### src/dpg_pkg.sv
// dual port gpio package: register map, reset values, edge codes
// What this block does
// - port data register, writes drive pins, reads return gated input, resets zero
// - direction register, one means output, resets zero
// - pull-up enable, active only in input mode
// - pull-down enable register, resets zero
// - port A input enables reset 8'hF9 (bits 1,2 fixed zero), gate input
// - port A pins 0,4 enables gate interrupts
// - port B input enables gate input, wake, interrupt
// - first source edge field bits 1-0
// - second source edge field bits 3-2
// - selected edge sets sticky request flag
package dpg_pkg;
    localparam logic [7:0] ADDR_EDGE_SEL = 8'h0C;
    localparam logic [7:0] ADDR_PA_IEN = 8'h0D;
    localparam logic [7:0] ADDR_PB_IEN = 8'h0E;
    localparam logic [7:0] ADDR_PA_DATA = 8'h10;
    localparam logic [7:0] ADDR_PA_DIR = 8'h11;
    localparam logic [7:0] ADDR_PA_PU = 8'h12;
    localparam logic [7:0] ADDR_PA_PD = 8'h13;
    localparam logic [7:0] ADDR_PB_DATA = 8'h15;
    localparam logic [7:0] ADDR_PB_DIR = 8'h16;
    localparam logic [7:0] ADDR_PB_PU = 8'h17;
    localparam logic [7:0] ADDR_PB_PD = 8'h18;
    localparam logic [7:0] RST_PORT = 8'h00;
    localparam logic [7:0] RST_PA_IEN = 8'hF9;
    localparam logic [7:0] RST_PB_IEN = 8'hFF;
    localparam logic [7:0] PA_IEN_IMPL = 8'hF9;
    localparam logic [1:0] RST_EDGE = 2'h0;
    localparam int EDGE1_LSB = 0;
    localparam int EDGE2_LSB = 2;
    localparam logic [1:0] EDGE_BOTH = 2'h0;
    localparam logic [1:0] EDGE_RISE = 2'h1;
    localparam logic [1:0] EDGE_FALL = 2'h2;
endpackage

### src/dpg_edge_det.sv
// edge detector for one pin interrupt source
`timescale 1ns/10ps
module dpg_edge_det
(
    input wire logic clk,
    input wire logic sys_rst,
    input wire logic level,
    input wire logic enable,
    input wire logic [1:0] mode,
    output logic hit
);
    logic prev_q;
    logic prev_d;
    logic hit_q;
    logic hit_d;

    always_comb
    begin
        prev_d = level;
        hit_d = 1'b0;
        if (enable)
        begin
            unique case (mode)
                dpg_pkg::EDGE_BOTH: hit_d = level ^ prev_q;
                dpg_pkg::EDGE_RISE: hit_d = level & ~prev_q;
                dpg_pkg::EDGE_FALL: hit_d = ~level & prev_q;
                default: hit_d = 1'b0;
            endcase
        end
    end

    always_ff @(posedge clk)
    begin
        if (sys_rst)
        begin
            prev_q <= 1'b0;
            hit_q <= 1'b0;
        end
        else
        begin
            prev_q <= prev_d;
            hit_q <= hit_d;
        end
    end

    assign hit = hit_q;

    a_rise_only: assert property (@(posedge clk) disable iff (sys_rst)
        enable && mode == dpg_pkg::EDGE_RISE && $fell(level) |=> !hit)
        else $error("rise mode fired on falling edge");
    a_fall_fires: assert property (@(posedge clk) disable iff (sys_rst)
        enable && mode == dpg_pkg::EDGE_FALL && $fell(level)
        && $past(enable) |=> hit)
        else $error("fall edge missed");
endmodule

### src/dpg_gpio.sv
// dual 8-bit gpio port with input gating and pin edge requests
`timescale 1ns/10ps
module dpg_gpio
(
    input wire logic clk,
    input wire logic sys_rst,
    input wire logic [7:0] io_addr,
    input wire logic [7:0] io_wdata,
    input wire logic io_wr,
    input wire logic io_rd,
    output logic [7:0] io_rdata,
    input wire logic [7:0] port_a_in,
    output logic [7:0] port_a_out,
    output logic [7:0] port_a_oe,
    output logic [7:0] port_a_pu,
    output logic [7:0] port_a_pd,
    output logic [7:0] port_a_wake_en,
    input wire logic [7:0] port_b_in,
    output logic [7:0] port_b_out,
    output logic [7:0] port_b_oe,
    output logic [7:0] port_b_pu,
    output logic [7:0] port_b_pd,
    output logic [7:0] port_b_wake_en,
    input wire logic src1_sel_b,
    input wire logic src2_sel_a,
    input wire logic [1:0] irq_clr,
    output logic [1:0] irq_req
);
    // ----------------------------------------
    // register state
    // ----------------------------------------
    logic [7:0] a_data_q, a_data_d, a_dir_q, a_dir_d;
    logic [7:0] a_pu_q, a_pu_d, a_pd_q, a_pd_d;
    logic [7:0] b_data_q, b_data_d, b_dir_q, b_dir_d;
    logic [7:0] b_pu_q, b_pu_d, b_pd_q, b_pd_d;
    logic [7:0] a_ien_q, a_ien_d, b_ien_q, b_ien_d;
    logic [3:0] edge_q, edge_d;
    logic [7:0] rdata_q, rdata_d;
    logic [7:0] a_s1_q, a_s2_q, b_s1_q, b_s2_q;
    logic [7:0] a_gated, b_gated;
    logic [1:0] irq_q, irq_d;
    logic [1:0] hit;
    logic src1_lvl, src2_lvl, src1_en, src2_en;

    function automatic logic [7:0] wr_reg(input logic [7:0] cur,
        input logic [7:0] a);
        wr_reg = (io_wr && io_addr == a) ? io_wdata : cur;
    endfunction

    // ----------------------------------------
    // register writes
    // ----------------------------------------
    always_comb
    begin
        a_data_d = wr_reg(a_data_q, dpg_pkg::ADDR_PA_DATA);
        b_data_d = wr_reg(b_data_q, dpg_pkg::ADDR_PB_DATA);
        a_dir_d = wr_reg(a_dir_q, dpg_pkg::ADDR_PA_DIR);
        b_dir_d = wr_reg(b_dir_q, dpg_pkg::ADDR_PB_DIR);
        a_pu_d = wr_reg(a_pu_q, dpg_pkg::ADDR_PA_PU);
        b_pu_d = wr_reg(b_pu_q, dpg_pkg::ADDR_PB_PU);
        a_pd_d = wr_reg(a_pd_q, dpg_pkg::ADDR_PA_PD);
        b_pd_d = wr_reg(b_pd_q, dpg_pkg::ADDR_PB_PD);
        a_ien_d = wr_reg(a_ien_q, dpg_pkg::ADDR_PA_IEN)
            & dpg_pkg::PA_IEN_IMPL;
        b_ien_d = wr_reg(b_ien_q, dpg_pkg::ADDR_PB_IEN);
        edge_d = edge_q;
        if (io_wr && io_addr == dpg_pkg::ADDR_EDGE_SEL)
        begin
            edge_d = io_wdata[3:0];
        end
    end

    // ----------------------------------------
    // read port
    // ----------------------------------------
    always_comb
    begin
        rdata_d = rdata_q;
        if (io_rd)
        begin
            unique case (io_addr)
                dpg_pkg::ADDR_PA_DATA: rdata_d = a_gated;
                dpg_pkg::ADDR_PB_DATA: rdata_d = b_gated;
                dpg_pkg::ADDR_PA_DIR: rdata_d = a_dir_q;
                dpg_pkg::ADDR_PB_DIR: rdata_d = b_dir_q;
                dpg_pkg::ADDR_PA_PU: rdata_d = a_pu_q;
                dpg_pkg::ADDR_PB_PU: rdata_d = b_pu_q;
                dpg_pkg::ADDR_PA_PD: rdata_d = a_pd_q;
                dpg_pkg::ADDR_PB_PD: rdata_d = b_pd_q;
                default: rdata_d = 8'h00;
            endcase
        end
    end

    // ----------------------------------------
    // input sync and gating
    // ----------------------------------------
    // input path gated
    assign a_gated = a_s2_q & a_ien_q;
    assign b_gated = b_s2_q & b_ien_q;

    assign src1_lvl = src1_sel_b ? b_s2_q[5] : a_s2_q[0];
    assign src2_lvl = src2_sel_a ? a_s2_q[4] : b_s2_q[0];
    assign src1_en = src1_sel_b ? b_ien_q[5] : a_ien_q[0];
    assign src2_en = src2_sel_a ? a_ien_q[4] : b_ien_q[0];

    dpg_edge_det u_edge1
    (
        .clk(clk),
        .sys_rst(sys_rst),
        .level(src1_lvl),
        .enable(src1_en),
        .mode(edge_q[dpg_pkg::EDGE1_LSB +: 2]),
        .hit(hit[0])
    );

    dpg_edge_det u_edge2
    (
        .clk(clk),
        .sys_rst(sys_rst),
        .level(src2_lvl),
        .enable(src2_en),
        .mode(edge_q[dpg_pkg::EDGE2_LSB +: 2]),
        .hit(hit[1])
    );

    // ----------------------------------------
    // request flags
    // ----------------------------------------
    always_comb
    begin
        irq_d = (irq_q & ~irq_clr) | hit;
    end

    always_ff @(posedge clk)
    begin
        if (sys_rst)
        begin
            a_data_q <= dpg_pkg::RST_PORT;
            a_dir_q <= dpg_pkg::RST_PORT;
            a_pu_q <= dpg_pkg::RST_PORT;
            a_pd_q <= dpg_pkg::RST_PORT;
            b_data_q <= dpg_pkg::RST_PORT;
            b_dir_q <= dpg_pkg::RST_PORT;
            b_pu_q <= dpg_pkg::RST_PORT;
            b_pd_q <= dpg_pkg::RST_PORT;
            a_ien_q <= dpg_pkg::RST_PA_IEN;
            b_ien_q <= dpg_pkg::RST_PB_IEN;
            edge_q <= {dpg_pkg::RST_EDGE, dpg_pkg::RST_EDGE};
            rdata_q <= 8'h00;
            irq_q <= 2'h0;
            a_s1_q <= 8'h00;
            a_s2_q <= 8'h00;
            b_s1_q <= 8'h00;
            b_s2_q <= 8'h00;
            port_a_out <= 8'h00;
            port_a_oe <= 8'h00;
            port_a_pu <= 8'h00;
            port_a_pd <= 8'h00;
            port_a_wake_en <= dpg_pkg::RST_PA_IEN;
            port_b_out <= 8'h00;
            port_b_oe <= 8'h00;
            port_b_pu <= 8'h00;
            port_b_pd <= 8'h00;
            port_b_wake_en <= dpg_pkg::RST_PB_IEN;
        end
        else
        begin
            a_data_q <= a_data_d;
            a_dir_q <= a_dir_d;
            a_pu_q <= a_pu_d;
            a_pd_q <= a_pd_d;
            b_data_q <= b_data_d;
            b_dir_q <= b_dir_d;
            b_pu_q <= b_pu_d;
            b_pd_q <= b_pd_d;
            a_ien_q <= a_ien_d;
            b_ien_q <= b_ien_d;
            edge_q <= edge_d;
            rdata_q <= rdata_d;
            irq_q <= irq_d;
            a_s1_q <= port_a_in;
            a_s2_q <= a_s1_q;
            b_s1_q <= port_b_in;
            b_s2_q <= b_s1_q;
            port_a_out <= a_data_d;
            port_a_oe <= a_dir_d;
            port_b_out <= b_data_d;
            port_b_oe <= b_dir_d;
            port_a_pu <= a_pu_d & ~a_dir_d;
            port_b_pu <= b_pu_d & ~b_dir_d;
            port_a_pd <= a_pd_d;
            port_b_pd <= b_pd_d;
            port_a_wake_en <= a_ien_d;
            port_b_wake_en <= b_ien_d;
        end
    end

    assign io_rdata = rdata_q;
    assign irq_req = irq_q;

    // ----------------------------------------
    // checks
    // ----------------------------------------
    // flag one sticky
    a_flag_sticky: assert property (
        @(posedge clk) disable iff (sys_rst)
        irq_q[0] && !irq_clr[0] |=> irq_q[0])
        else $error("request flag dropped without clear");
    a_flag_hold: assert property (
        @(posedge clk) disable iff (sys_rst)
        irq_q[1] && !irq_clr[1] |=> irq_q[1])
        else $error("second flag dropped without clear");
    a_flag_sets: assert property (
        @(posedge clk) disable iff (sys_rst)
        hit[1] |=> irq_q[1])
        else $error("request flag not set by edge");
    a_flag_first: assert property (
        @(posedge clk) disable iff (sys_rst)
        hit[0] |=> irq_q[0])
        else $error("first flag not set by edge");
    a_flag_clear: assert property (
        @(posedge clk) disable iff (sys_rst)
        irq_q[0] && irq_clr[0] && !hit[0] |=> !irq_q[0])
        else $error("request flag not cleared");
    a_pu_input: assert property (
        @(posedge clk) disable iff (sys_rst)
        (port_a_pu & port_a_oe) == 8'h00)
        else $error("pull-up active on output pin");
    a_pu_input_b: assert property (
        @(posedge clk) disable iff (sys_rst)
        (port_b_pu & port_b_oe) == 8'h00)
        else $error("pull-up active on port b output pin");
    a_oe_dir: assert property (
        @(posedge clk) disable iff (sys_rst)
        io_wr && io_addr == dpg_pkg::ADDR_PB_DIR |=>
        port_b_oe == $past(io_wdata))
        else $error("direction write not applied");
    a_oe_dir_a: assert property (
        @(posedge clk) disable iff (sys_rst)
        io_wr && io_addr == dpg_pkg::ADDR_PA_DIR |=>
        port_a_oe == $past(io_wdata))
        else $error("port a direction write not applied");
    a_out_data: assert property (
        @(posedge clk) disable iff (sys_rst)
        io_wr && io_addr == dpg_pkg::ADDR_PA_DATA |=>
        port_a_out == $past(io_wdata))
        else $error("data write not driven");
    a_out_data_b: assert property (
        @(posedge clk) disable iff (sys_rst)
        io_wr && io_addr == dpg_pkg::ADDR_PB_DATA |=>
        port_b_out == $past(io_wdata))
        else $error("port b data write not driven");
    a_read_gate: assert property (
        @(posedge clk) disable iff (sys_rst)
        io_rd && io_addr == dpg_pkg::ADDR_PA_DATA |=>
        (io_rdata & ~$past(a_ien_q)) == 8'h00)
        else $error("disabled pin read nonzero");
    a_read_gate_b: assert property (
        @(posedge clk) disable iff (sys_rst)
        io_rd && io_addr == dpg_pkg::ADDR_PB_DATA |=>
        (io_rdata & ~$past(b_ien_q)) == 8'h00)
        else $error("disabled port b pin read nonzero");
    a_pd_write: assert property (
        @(posedge clk) disable iff (sys_rst)
        io_wr && io_addr == dpg_pkg::ADDR_PB_PD |=>
        port_b_pd == $past(io_wdata))
        else $error("pull-down write lost");
    a_pd_write_a: assert property (
        @(posedge clk) disable iff (sys_rst)
        io_wr && io_addr == dpg_pkg::ADDR_PA_PD |=>
        port_a_pd == $past(io_wdata))
        else $error("port a pull-down write lost");
    a_rsvd_zero: assert property (
        @(posedge clk) disable iff (sys_rst)
        (port_a_wake_en & ~dpg_pkg::PA_IEN_IMPL) == 8'h00)
        else $error("reserved enable bits set");
    a_ien_write: assert property (
        @(posedge clk) disable iff (sys_rst)
        io_wr && io_addr == dpg_pkg::ADDR_PA_IEN |=>
        port_a_wake_en == ($past(io_wdata) & dpg_pkg::PA_IEN_IMPL))
        else $error("port a enable write lost");
    a_ien_write_b: assert property (
        @(posedge clk) disable iff (sys_rst)
        io_wr && io_addr == dpg_pkg::ADDR_PB_IEN |=>
        port_b_wake_en == $past(io_wdata))
        else $error("port b enable write lost");
    a_src_block: assert property (
        @(posedge clk) disable iff (sys_rst)
        !src1_en [*2] |-> !hit[0])
        else $error("disabled source raised request");
    a_src2_block: assert property (
        @(posedge clk) disable iff (sys_rst)
        !src2_en [*2] |-> !hit[1])
        else $error("disabled second source raised request");
    a_rsvd_code1: assert property (
        @(posedge clk) disable iff (sys_rst)
        $past(edge_q[1:0]) == 2'h3 |-> !hit[0])
        else $error("reserved edge code raised first request");
    a_rsvd_code2: assert property (
        @(posedge clk) disable iff (sys_rst)
        $past(edge_q[3:2]) == 2'h3 |-> !hit[1])
        else $error("reserved edge code raised second request");
    c_flag0: cover property (@(posedge clk) $rose(irq_q[0]));
    c_flag1: cover property (@(posedge clk) $rose(irq_q[1]));
    c_clr_set: cover property (@(posedge clk) irq_clr[0] && hit[0]);
    c_out_mode: cover property (@(posedge clk) port_b_oe == 8'hFF);
endmodule

### config.mk
export PLATFORM = sky130hd
export DESIGN_NAME = dpg_gpio
export DESIGN_NICKNAME = d
export VERILOG_FILES = /design/src/dpg_pkg.sv /design/src/dpg_edge_det.sv /design/src/dpg_gpio.sv
export SDC_FILE = /design/constraint.sdc
export NUM_CORES = 1
export LEC_CHECK = 0
export BUFFER_PORTS_ARGS = -buffer_cell sky130_fd_sc_hd__buf_2
export CAP_MARGIN = 25
export CORE_MARGIN = 2
export CORE_UTILIZATION = 50
export CTS_BUF_LIST = sky130_fd_sc_hd__clkbuf_16
export CTS_CLUSTER_SIZE = 14
export DETAILED_ROUTE_END_ITERATION = 12
export MAX_ROUTING_LAYER = met4
export PLACE_DENSITY = 0.75
export SETUP_SLACK_MARGIN = 0.4
export SYNTH_ARGS = -nofsm -noshare
export SYNTH_HDL_FRONTEND = slang
export SYNTH_HIERARCHICAL = 1
export SYNTH_SLANG_ARGS = --single-unit
### constraint.sdc
create_clock -name clk -period 5.25 [get_ports clk]
set_clock_uncertainty 0.2 [all_clocks]
set_input_delay 0.525 -clock clk [delete_from_list [all_inputs] [get_ports clk]]
set_output_delay 0.525 -clock clk [all_outputs]
set_load 0.01 [all_outputs]
# --- Word-level counts from Yosys, hierarchy flattened ---
# Index checks and enable logic that the tools add are counted.
word_totals:
  regBits: 146
  out_inout_bits: 90
op_classes:
  eq_ne: 15
  muxes: 11
  n_bitwise: 21
  reduce_logical: 15
op_table:
  columns: ["op", "n"]
  rows:
  - ["$eq 8x5->1 const B", 8]
  - ["$pmux 8 s8", 1]
  - ["$and 8x8->8", 4]
  - ["$mux 8", 4]
  - ["$eq 8x4->1 const B", 3]
  - ["$not 8->8", 2]
  - ["$logic_and 1x1->1", 11]
  - ["$not 1->1", 6]
  - ["$pmux 1 s3", 2]
  - ["$and 1x1->1", 4]
  - ["$eq 2x1->1 const B", 2]
  - ["$eq 2x2->1 const B", 2]
  - ["$logic_not 2->1", 2]
  - ["$mux 1", 4]
  - ["$reduce_or 2->1", 2]
  - ["$and 2x2->2", 1]
  - ["$not 2->2", 1]
  - ["$or 2x2->2", 1]
  - ["$xor 1x1->1", 2]

# --- Depth between registers and ports, before layout ---
# Gate-level depths: netlist of the first run.
depth:
  depth_word: 5
  mapped_depth: 7

# --- Cells and area by module ---
# The synthesis of the first run kept the hierarchy.
by_module_without_submodules:
  columns: ["module", "instances", "cells_per_inst", "area_each_um2", "seq_area_each_um2"]
  rows:
  - ["dpg_gpio", 1, 555, 5426.5, 2722.6]
  - ["dpg_edge_det", 2, 12, 125.1, 40.0]

# --- Worst setup path after synthesis of the first run ---
# OpenSTA, ideal clock, no wires.
synth_timing:
  kind: "input-to-reg"
  from: "in io_addr[5]"
  to: "reg port_b_pu[0]"
  setup_ns: 0.080
  arrival_ns: 2.135
  setup_slack_ns: 2.835
  stages: 5
  n_path_buf: 1
  path_cell_list: "or4b_4 buf_6 nor4_4 mux2i_1 nor3b_1"
synth_via:
  elab_chain_cells: 5
  word_cells_on_any_way: 8
synth_lines:
  columns: ["element", "line", "source"]
  rows:
  - ["start, declared", "dpg_gpio.sv:7", "input wire logic [7:0] io_addr,"]
  - ["$eq 8x5->1", "dpg_gpio.sv:47", "wr_reg = (io_wr && io_addr == a) ? io_wdata : cur;"]
  - ["$logic_and 1x1->1", "dpg_gpio.sv:47", null]
  - ["$mux 8", "dpg_gpio.sv:47", null]
  - ["$not 8->8", "dpg_gpio.sv:191", "port_b_pu <= b_pu_d & ~b_dir_d;"]
  - ["$and 8x8->8 (*)", "dpg_gpio.sv:191", null]
  - ["end signal, assigned", "dpg_gpio.sv:191", null]
  - ["end, declared", "dpg_gpio.sv:21", "output logic [7:0] port_b_pu,"]
# Every way passes the cells marked *; elsewhere a longest branch is shown, timed or not.
# A chain may end at the register's enable or synchronous reset.

# --- Worst setup path after layout of the first run ---
# Same ends and word-level chain as after synthesis.

==> impl_metrics.env, run 1 <==
export IMPL_ctsRootBufferMaster="clkbuf_16"
export IMPL_grt_max_degree=78
export IMPL_maxSlewHeadroom=0.3875
export IMPL_cp_max_fo=11
export IMPL_synthAdderAreaFrac=0.008816
export IMPL_htree_levels=4
export IMPL_remaining_drc_errors=0
export IMPL_grt_busiest_layer="met2"
export IMPL_first_global_vias=4516
export IMPL_clkTransAtPathRegs_ps=60
export IMPL_timing_rr_end="io_rdata[4]"
export IMPL_die_w_um=110.6
export IMPL_yosys_register_bits=140
export IMPL_crit_type="in2reg"
export IMPL_rows=38
export IMPL_hpwlAfterDp_um=10360
export IMPL_irDropWorstVdd_mv=0.3991
export IMPL_grt_pass1_wl_um=23850
export IMPL_die_area_sq_um=12220
export IMPL_portBuffers=125
export IMPL_leakage_nw=3.130
export IMPL_total_power_mw=2.464
export IMPL_finalSetupViolations=0
export IMPL_max_cap_violations=0
export IMPL_holdBufCountCts=0
export IMPL_viasPerCell=5.628
export IMPL_pwr_density_cell_nw_per_um2=354.4
export IMPL_synthTopCellsByArea="dfxtp_1 49%, mux2i_1 11%, nor2_1 4.9%, nor2b_1 3.6%, nand2b_1 2.4%"
export IMPL_antenna_found_initial=0
export IMPL_synthSimpleGateAreaFrac=0.2215
export IMPL_antenna_cells=0
export IMPL_syn_area_sq_um=5677
export IMPL_layout_nets=727
export IMPL_holdPathStages=2
export IMPL_ctsLongestPathBuffers=2
export IMPL_reg2reg_from="a_ien_q[4]"
export IMPL_yosys_area_top_type="dfxtp_1"
export IMPL_synth_edf_count=0
export IMPL_syn_avg_cell_area_sq_um=9.804
export IMPL_drive_gt1_frac=0.2557
export IMPL_ys_async_sr_fraction=0
export IMPL_ctsResizeCount=0
export IMPL_use_met1=0.3310
export IMPL_synth_warnings=6
export IMPL_ios=130
export IMPL_synth_top_area_frac=0.4937
export IMPL_synthMuxAreaShare=0.1289
export IMPL_drv_slew=0
export IMPL_status="completed"
export IMPL_period_share=0.5004
export IMPL_cp_start_kind="input pin"
export IMPL_final_common_cell="dfxtp_1"
export IMPL_worst_slew_pin_slew_ps=911.9
export IMPL_final_hold_viol_count=0
export IMPL_cp_required_ps=5360
export IMPL_min_to="b_s1_q[1]"
export IMPL_cts_tree="done"
export IMPL_initial_utilization=0.5191
export IMPL_drt_total_wl_um=15270
export IMPL_grt_util_all_layers=0.2560
export IMPL_fmax_mhz=380.6
export IMPL_design_area_sq_um=6954
export IMPL_rsz0062_at_grt="false"
export IMPL_cts_sinks=140
export IMPL_crit_arrival_ps=2730
export IMPL_finish_utilization=0.6359
export IMPL_drtPass1Iterations=5
export IMPL_layout_min_cycle_time_ps=2627
export IMPL_crit_path_end_kind="flop"
export IMPL_drt_initial_drc_count=396
export IMPL_core_region_area_sq_um=10940
export IMPL_r2r_setup_slack_ps=3490
export IMPL_cts_setup_buffers=0
export IMPL_layout_common_cells="140 x dfxtp_1, 124 x buf_2, 74 x nor2_1, 63 x mux2i_1, 34 x nand2_1"
export IMPL_gr_usage_met3=0.08233
export IMPL_wl_per_cell_um=18.27
export IMPL_met2_usage=0.3791
export IMPL_syn2layout_area_growth_pct=22.50
export IMPL_synth_top_family_by_area="simple AND/OR/NAND/NOR gates"
export IMPL_nFillCells=891
export IMPL_synth_cell_type_count=58
export IMPL_synthCells=579
export IMPL_cts_buffers_inserted=17
export IMPL_clk_latency_ps=420
export IMPL_dpl_cell_area_sq_um=6322
export IMPL_gp_congestion=0.8622
export IMPL_ys_seq_area_frac=0.4937
export IMPL_die_h_um=110.6
export IMPL_synth_compound_area_share=0.1023
export IMPL_fin_setup_tns_ps=0
export IMPL_vias=4705
export IMPL_overflow=0
export IMPL_hp_start="port_b_in[1]"
export IMPL_worstRegToRegCells=4
export IMPL_yosys_most_used_dff="dfxtp_1"
export IMPL_hold_class="in2reg"
export IMPL_ant_nets=0
export IMPL_synth_xor_area_frac=0
## synth_stat cells (2+ instances only)
| library cell | number |
|---|---|
| a21o_1 | 6 |
| o21ai_0 | 4 |
| nand4_2 | 3 |
| nor4b_1 | 2 |
| nor2b_4 | 2 |
| nor2b_1 | 33 |
| and4b_1 | 2 |
| mux2_2 | 7 |
| inv_1 | 16 |
| a32oi_1 | 5 |
| buf_4 | 3 |
| a21oi_1 | 16 |
| and3b_1 | 2 |
| a41oi_1 | 2 |
| dfxtp_1 | 140 |
| nor3b_1 | 9 |
| nand3b_1 | 8 |
| and2_1 | 10 |
| a221oi_1 | 2 |
| nand2b_1 | 22 |
| o31ai_2 | 2 |
| mux2i_1 | 63 |
| nor2_1 | 74 |
| and3_1 | 4 |
| ha_1 | 4 |
| o2bb2ai_1 | 3 |
| buf_2 | 5 |
| nand2_1 | 34 |
| nand4b_1 | 2 |
| nand3_1 | 8 |
| a31oi_1 | 8 |
| a211o_1 | 14 |
| buf_1 | 4 |
| clkbuf_1 | 31 |
| a2111oi_0 | 3 |
| a32o_1 | 4 |
## worst max-delay path, stage by stage
cell and delay, ps:
buf_2 120, or4b_4 640, nor4_4 790, mux2i_1 350, nor3b_1 310
## registers in the layout, summed over array words and instances, names as in the netlist, 2 cells and up
register	cells
a_data_q	8
a_dir_q	8
a_ien_q	6
a_pd_q	8
a_pu_q	8
a_s1_q	6
a_s2_q	6
b_data_q	8
b_dir_q	8
b_ien_q	8
b_pd_q	8
b_pu_q	8
b_s1_q	8
b_s2_q	8
edge_q	4
io_rdata	8
irq_req	2
port_a_pu	8
port_b_pu	8
## logic make-up (layout without fill, tap and decap cells)
kind of cell	Yosys count	after routing
adder cells (fa/ha/maj)	4	4
AND/OR/NAND/NOR	226	226
other	1	2
buffers and inverters	60	176
flip-flops	140	140
multiplexers	71	71
AO/OA/AOI/OAI	77	77
## per-stage QoR
step,hold slack [ps],cells,worst slack [ps]
final,112.3,836,2623
after global routing,108.7,836,2410
after CTS,100.1,836,2691
after detailed placement,220.4,804,2254
after global placement,218.0,804,2338
after floorplan,213.0,580,2835
## cell type report
class	count	area [sq um]	share of cell area
Sequential cell	140	2803	0.4030
Multi-Input combinational cell	380	2634	0.3787
Timing Repair Buffer	128	650.6	0.09356
Clock buffer	17	425.4	0.06117
Clock inverter	15	206.4	0.02969
Tap cell	140	175.2	0.02519
Inverter	16	60.06	0.008636
## worst max path at each step
stage / startpoint / end / cells after the start
2_1_floorplan: io_addr[5] / port_b_pu[0] / 5
3_3_place_gp: io_addr[0] / b_pd_q[0] / 5
3_5_place_dp: io_addr[0] / b_pd_q[1] / 5
4_1_cts: io_addr[5] / port_b_pu[0] / 5
5_1_grt: io_addr[1] / b_pd_q[2] / 5
6_report: io_addr[5] / port_b_pu[0] / 5
## report_power, final
part / leakage [nW] / switching [mW] / internal, mW / total [mW]
sequential: 1.13 / 0.00408 / 1.08 / 1.08
combinational: 1.67 / 0.0713 / 0.0359 / 0.107
clock: 0.322 / 0.443 / 0.834 / 1.28
## routing by layer
layer | wire [um] | up-vias
met3 | 1263 | 37
met1 | 6691 | 2230
met5 | 0 | -
met2 | 6901 | 239
met4 | 415 | 0
li1 | - | 2199
(Power assumes the default switching activity.)
==> inputs of run 2 (changes only) <==
==> constraint.sdc (replaced) <==
create_clock -name clk -period 2.5 [get_ports clk]
set_clock_uncertainty 0.2 [all_clocks]
set_input_delay 0.25 -clock clk [delete_from_list [all_inputs] [get_ports clk]]
set_output_delay 0.25 -clock clk [all_outputs]
set_load 0.01 [all_outputs]
==> run 2 against run 1 <==
Sequential cell count did not move. Global-route usage grew 0.63 points. Via count up 2.0%. Die area is the same. Combinational power increased by 140%. Critical path depth up 1. Worst hold slack worse by 96 ps. Sequential power up 110%. Count of clock-buffer cells in the layout is the same. Non-clock buffer count up 30. Critical path type unchanged. Critical endpoint unchanged. Largest cell class unchanged.
==> impl_metrics.env, run 2 (same netlist as run 1, synthesis figures left out) <==
export IMPL_worst_slew_pin_slew_ps=565.1
export IMPL_worstRegToRegCells=4
export IMPL_clk_latency_ps=420
export IMPL_timing_rr_end="io_rdata[2]"
export IMPL_irDropWorstVdd_mv=0.3721
export IMPL_design_area_sq_um=7177
export IMPL_ctsLongestPathBuffers=2
export IMPL_htree_levels=4
export IMPL_cts_sinks=140
export IMPL_ctsRootBufferMaster="clkbuf_16"
export IMPL_cp_start_kind="input pin"
export IMPL_cts_tree="done"
export IMPL_grt_util_all_layers=0.2623
export IMPL_r2r_setup_slack_ps=790
export IMPL_holdBufCountCts=17
export IMPL_gp_congestion=0.8606
export IMPL_place_inst=817
export IMPL_cp_max_fo=11
export IMPL_ctsResizeCount=0
export IMPL_hold_class="in2reg"
export IMPL_die_area_sq_um=12220
export IMPL_reg2reg_from="b_pu_q[2]"
export IMPL_final_hold_viol_count=0
export IMPL_cp_required_ps=2590
export IMPL_max_cap_violations=0
export IMPL_maxSlewHeadroom=0.6233
export IMPL_hp_start="io_wdata[7]"
export IMPL_drtPass1Iterations=5
export IMPL_die_w_um=110.6
export IMPL_layout_nets=757
export IMPL_viasPerCell=5.544
export IMPL_die_h_um=110.6
export IMPL_layout_common_cells="140 x dfxtp_1, 124 x buf_2, 74 x nor2_1, 63 x mux2i_1, 34 x nand2_1"
export IMPL_remaining_drc_errors=0
export IMPL_portBuffers=125
export IMPL_crit_type="in2reg"
export IMPL_grt_pass1_wl_um=24280
export IMPL_min_to="b_data_q[7]"
export IMPL_pwr_density_cell_nw_per_um2=691.6
export IMPL_drive_gt1_frac=0.2662
export IMPL_syn2layout_area_growth_pct=26.43
export IMPL_fmax_mhz=521.5
export IMPL_ant_nets=0
export IMPL_cts_buffers_inserted=17
export IMPL_initial_utilization=0.5191
export IMPL_drt_initial_drc_count=329
export IMPL_grt_max_degree=53
export IMPL_rows=38
export IMPL_first_global_vias=4551
export IMPL_antenna_found_initial=1
export IMPL_fin_setup_tns_ps=0
export IMPL_finalSetupViolations=0
export IMPL_ios=130
export IMPL_crit_arrival_ps=2010
export IMPL_cts_setup_buffers=0
export IMPL_period_share=0.7670
export IMPL_leakage_nw=3.225
export IMPL_status="completed"
export IMPL_core_region_area_sq_um=10940
export IMPL_crit_path_end_kind="flop"
export IMPL_final_cell_count_no_fill=866
export IMPL_wl_per_cell_um=17.95
export IMPL_hpwlAfterDp_um=10510
export IMPL_dpl_cell_area_sq_um=6432
export IMPL_drt_total_wl_um=15550
export IMPL_final_common_cell="dfxtp_1"
export IMPL_clkTransAtPathRegs_ps=60
export IMPL_layout_min_cycle_time_ps=1918
export IMPL_vias=4801
export IMPL_rsz0062_at_grt="false"
export IMPL_holdPathStages=3
export IMPL_drv_slew=0
export IMPL_overflow=0
[run 2: cell types whose count changed in the layout (fill, tap and decap cells not counted)]
cell / previous run / this run
dlygate4sd3_1: 0 / 17
bufinv_16: 5 / 2
diode_2: 0 / 1
inv_1: 19 / 16
clkinvlp_4: 0 / 2
buf_4: 4 / 16
buf_12: 0 / 1
inv_6: 0 / 3
[run 2: worst max-delay path by stage]
stage,startpoint,end,slack [ps],cells after the start
floorplan,io_addr[5],port_b_pu[0],360,5
global placement,io_addr[5],port_b_pu[1],290,6
detailed placement,io_addr[5],port_b_pu[1],250,6
CTS,io_addr[5],port_b_pu[5],610,6
global route,io_addr[5],port_b_pu[5],520,6
finish,io_addr[5],port_b_pu[0],580,6
[run 2: layout make-up]
type                    instances  area, sq um
diodes                          1        2.502
fillers                       894         3759
flip-flops and latches        140         2803
multi-input cells             380         2634
clock inverters                14        146.4
clock buffers                  17        425.4
inverters                      16        60.06
repair buffers                158        930.9
well taps                     140        175.2
[run 2: critical path, stage by stage]
cell and delay, ps:
buf_2 120, or4b_4 640, nor4b_2 290, buf_4 260
mux2i_1 350, nor3b_1 90
[run 2: where the power goes]
group | internal (mW) | leakage (nW) | switching, mW | total [mW]
Combinational | 0.103 | 1.81 | 0.157 | 0.260
Sequential | 2.26 | 1.13 | 0.00855 | 2.27
Clock | 1.46 | 0.277 | 0.972 | 2.44
[run 2: layer usage]
| metal | track usage | vias up | routed length (um) |
|---|---|---|---|
| met1 | 0.3353 | 2264 | 6904 |
| met5 | - | - | 0 |
| met3 | 0.07245 | 29 | 1184 |
| li1 | - | 2272 | - |
| met4 | 0.1025 | 0 | 412 |
| met2 | 0.3959 | 236 | 7047 |
[run 2: stage by stage]
step,power [mW],setup WS [ps],util,hold WS [ps]
final,4.963,582.5,0.6563,15.82
after global routing,5.101,518.3,0.6563,14.34
after CTS,4.980,609.5,0.6561,1.350
after detailed placement,2.549,251.1,0.5882,221.8
after global placement,2.542,289.2,0.5882,217.3
after floorplan,2.463,359.7,-,116.7
==> inputs of run 3 (changes only) <==
--- a/config.mk
+++ b/config.mk
@@ -8,7 +8,7 @@
 export BUFFER_PORTS_ARGS = -buffer_cell sky130_fd_sc_hd__buf_2
 export CAP_MARGIN = 25
 export CORE_MARGIN = 2
-export CORE_UTILIZATION = 50
+export CORE_UTILIZATION = 48
 export CTS_BUF_LIST = sky130_fd_sc_hd__clkbuf_16
 export CTS_CLUSTER_SIZE = 14
 export DETAILED_ROUTE_END_ITERATION = 12
==> constraint.sdc (replaced) <==
create_clock -name clk -period 1.75 [get_ports clk]
set_clock_uncertainty 0.2 [all_clocks]
set_input_delay 0.175 -clock clk [delete_from_list [all_inputs] [get_ports clk]]
set_output_delay 0.175 -clock clk [all_outputs]
set_load 0.01 [all_outputs]
==> run 3 against run 2 <==
Critical path depth up 1. Global-route usage up 2.0 points. Count of clock-buffer cells in the layout unchanged. The run now ends with negative setup slack left. Sequential cell count unchanged.
==> impl_metrics.env, run 3 (same netlist as run 1, synthesis figures left out) <==
export IMPL_hold_class="in2reg"
export IMPL_internal_power_mw=5.715
export IMPL_clkTransAtPathRegs_ps=60
export IMPL_rsz0062_at_grt="true"
export IMPL_crit_family="simple AND/OR/NAND/NOR gates"
export IMPL_overflow=0
export IMPL_ctsLongestPathBuffers=2
export IMPL_portBuffers=125
export IMPL_combinationalPowerShare=0.067
export IMPL_drt_initial_drc_count=408
export IMPL_reg2reg_from="a_s2_q[4]"
export IMPL_layout_common_cells="120 x buf_2, 104 x dfxtp_1, 71 x nor2_1, 47 x buf_4, 45 x mux2i_1"
export IMPL_ant_nets=0
export IMPL_grt_pass1_wl_um=26770
export IMPL_antenna_cells=0
export IMPL_crit_type="in2reg"
export IMPL_path_common_cell="buf_4"
export IMPL_initial_utilization=0.4950
export IMPL_fmax_mhz=565.8
export IMPL_drt_total_wl_um=17420
export IMPL_cp_slowest_cell="or4b_4"
export IMPL_viasPerCell=5.563
export IMPL_p_switching_mw=1.769
export IMPL_wl_per_cell_um=18.94
export IMPL_max_cap_violations=0
export IMPL_finalSetupViolations=3
export IMPL_final_common_cell="buf_2"
export IMPL_ctsRootBufferMaster="clkbuf_16"
export IMPL_place_inst=852
export IMPL_gp_congestion=0.8827
export IMPL_cp_max_fo=7
export IMPL_crit_arrival_ps=1880
export IMPL_status="finished with violations"
export IMPL_final_hold_viol_count=0
export IMPL_seqPwrFrac=0.433
export IMPL_drtPass1Iterations=5
export IMPL_cts_buffers_inserted=17
export IMPL_antenna_found_initial=0
export IMPL_cp_required_ps=1860
export IMPL_crit_buf_inv=3
export IMPL_cp_start_kind="input pin"
export IMPL_total_power_mw=7.484
export IMPL_switching_share=0.2364
export IMPL_clock_power_share=0.500
export IMPL_htree_levels=4
export IMPL_fin_setup_tns_ps=-45.71
export IMPL_crit_path_end_kind="flop"
export IMPL_drv_slew=0
export IMPL_die_w_um=112.8
export IMPL_clk_latency_ps=420
export IMPL_period_share=1.010
export IMPL_remaining_drc_errors=0
export IMPL_grt_util_all_layers=0.2821
export IMPL_rows=39
export IMPL_dpl_cell_area_sq_um=6837
export IMPL_critPathMaxStageDelay_ps=630
export IMPL_cts_tree="done"
export IMPL_hpwlAfterDp_um=11750
export IMPL_grt_max_degree=56
export IMPL_irDropWorstVdd_mv=0.7262
export IMPL_die_h_um=112.8
export IMPL_fin_ws_ps=-17.50
export IMPL_ios=130
export IMPL_hold_ws_ps=18.50
export IMPL_final_cell_count_no_fill=920
export IMPL_place_ws_ps=-485.8
export IMPL_first_global_vias=4993
export IMPL_pwr_density_cell_nw_per_um2=917.1
export IMPL_design_area_sq_um=8160
export IMPL_syn2layout_area_growth_pct=43.75
export IMPL_layout_nets=808
export IMPL_maxSlewHeadroom=0.6316
export IMPL_vias=5118
export IMPL_path_cells="buf_6, or4b_4, nor4_4, buf_4, mux2i_2, buf_4, nor2_1"
export IMPL_drive_gt1_frac=0.4131
export IMPL_core_region_area_sq_um=11470
export IMPL_critPathLaunch="io_addr[7]"
export IMPL_finish_utilization=0.7116
export IMPL_layout_min_cycle_time_ps=1768
export IMPL_worst_slew_pin_slew_ps=552.6
export IMPL_cts_sinks=140
export IMPL_violations="negative setup slack"
export IMPL_hp_start="sys_rst"
export IMPL_die_area_sq_um=12710
export IMPL_leakage_nw=3.616
[run 3: worst paths after layout]
path                       to  slack [ps]  cells past startpoint
setup / recovery   b_dir_q[4]         -20                      7
hold / removal      edge_q[3]          20                      2
setup reg to reg  io_rdata[4]          70                      4
hold reg to reg     b_s2_q[1]         240                      1
[run 3: power by group through the flow]
stage	registers, mW	logic (mW)	clock network, mW
detailed placement	3.31	0.407	0
floorplan	3.31	0.232	0
finish	3.24	0.500	3.75
global route	3.24	0.531	3.93
global placement	3.31	0.399	0
CTS	3.24	0.475	3.77
[run 3: layout make-up]
type	instances	area (sq um)
clock buffers	17	425.4
clock inverters	15	188.9
fillers	804	3307
inverters	16	65.06
multi-input cells	380	3014
flip-flops and latches	140	2850
well taps	143	178.9
repair buffers	209	1438
[run 3: per-layer routing]
layer,wire [um],vias to the layer above,track usage
met2,8518,278,0.4451
met1,7291,2420,0.3579
met3,1240,34,0.06802
met4,370,0,0.09512
li1,-,2386,-
met5,0,-,-
[run 3: worst reg2reg max path: cells and delay by family, from the launching register on]
| family | cells | cell delay (ps) |
|---|---|---|
| multiplexers | 1 | 500 |
| AO/OA/AOI/OAI | 2 | 350 |
| flip-flops | 1 | 310 |
| AND/OR/NAND/NOR | 1 | 180 |
[run 3: what timing repair did]
| item | 4_1_cts | 5_1_grt |
|---|---|---|
| hold buffers | 26 | 1 |
| endpoints found under the hold margin | 43 | 2 |
| gates cloned | 1 | 0 |
| setup endpoints to repair | 77 | 114 |
| setup buffers | 6 | 3 |
| gates resized for setup | 50 | 58 |
| pin swaps | 18 | 18 |
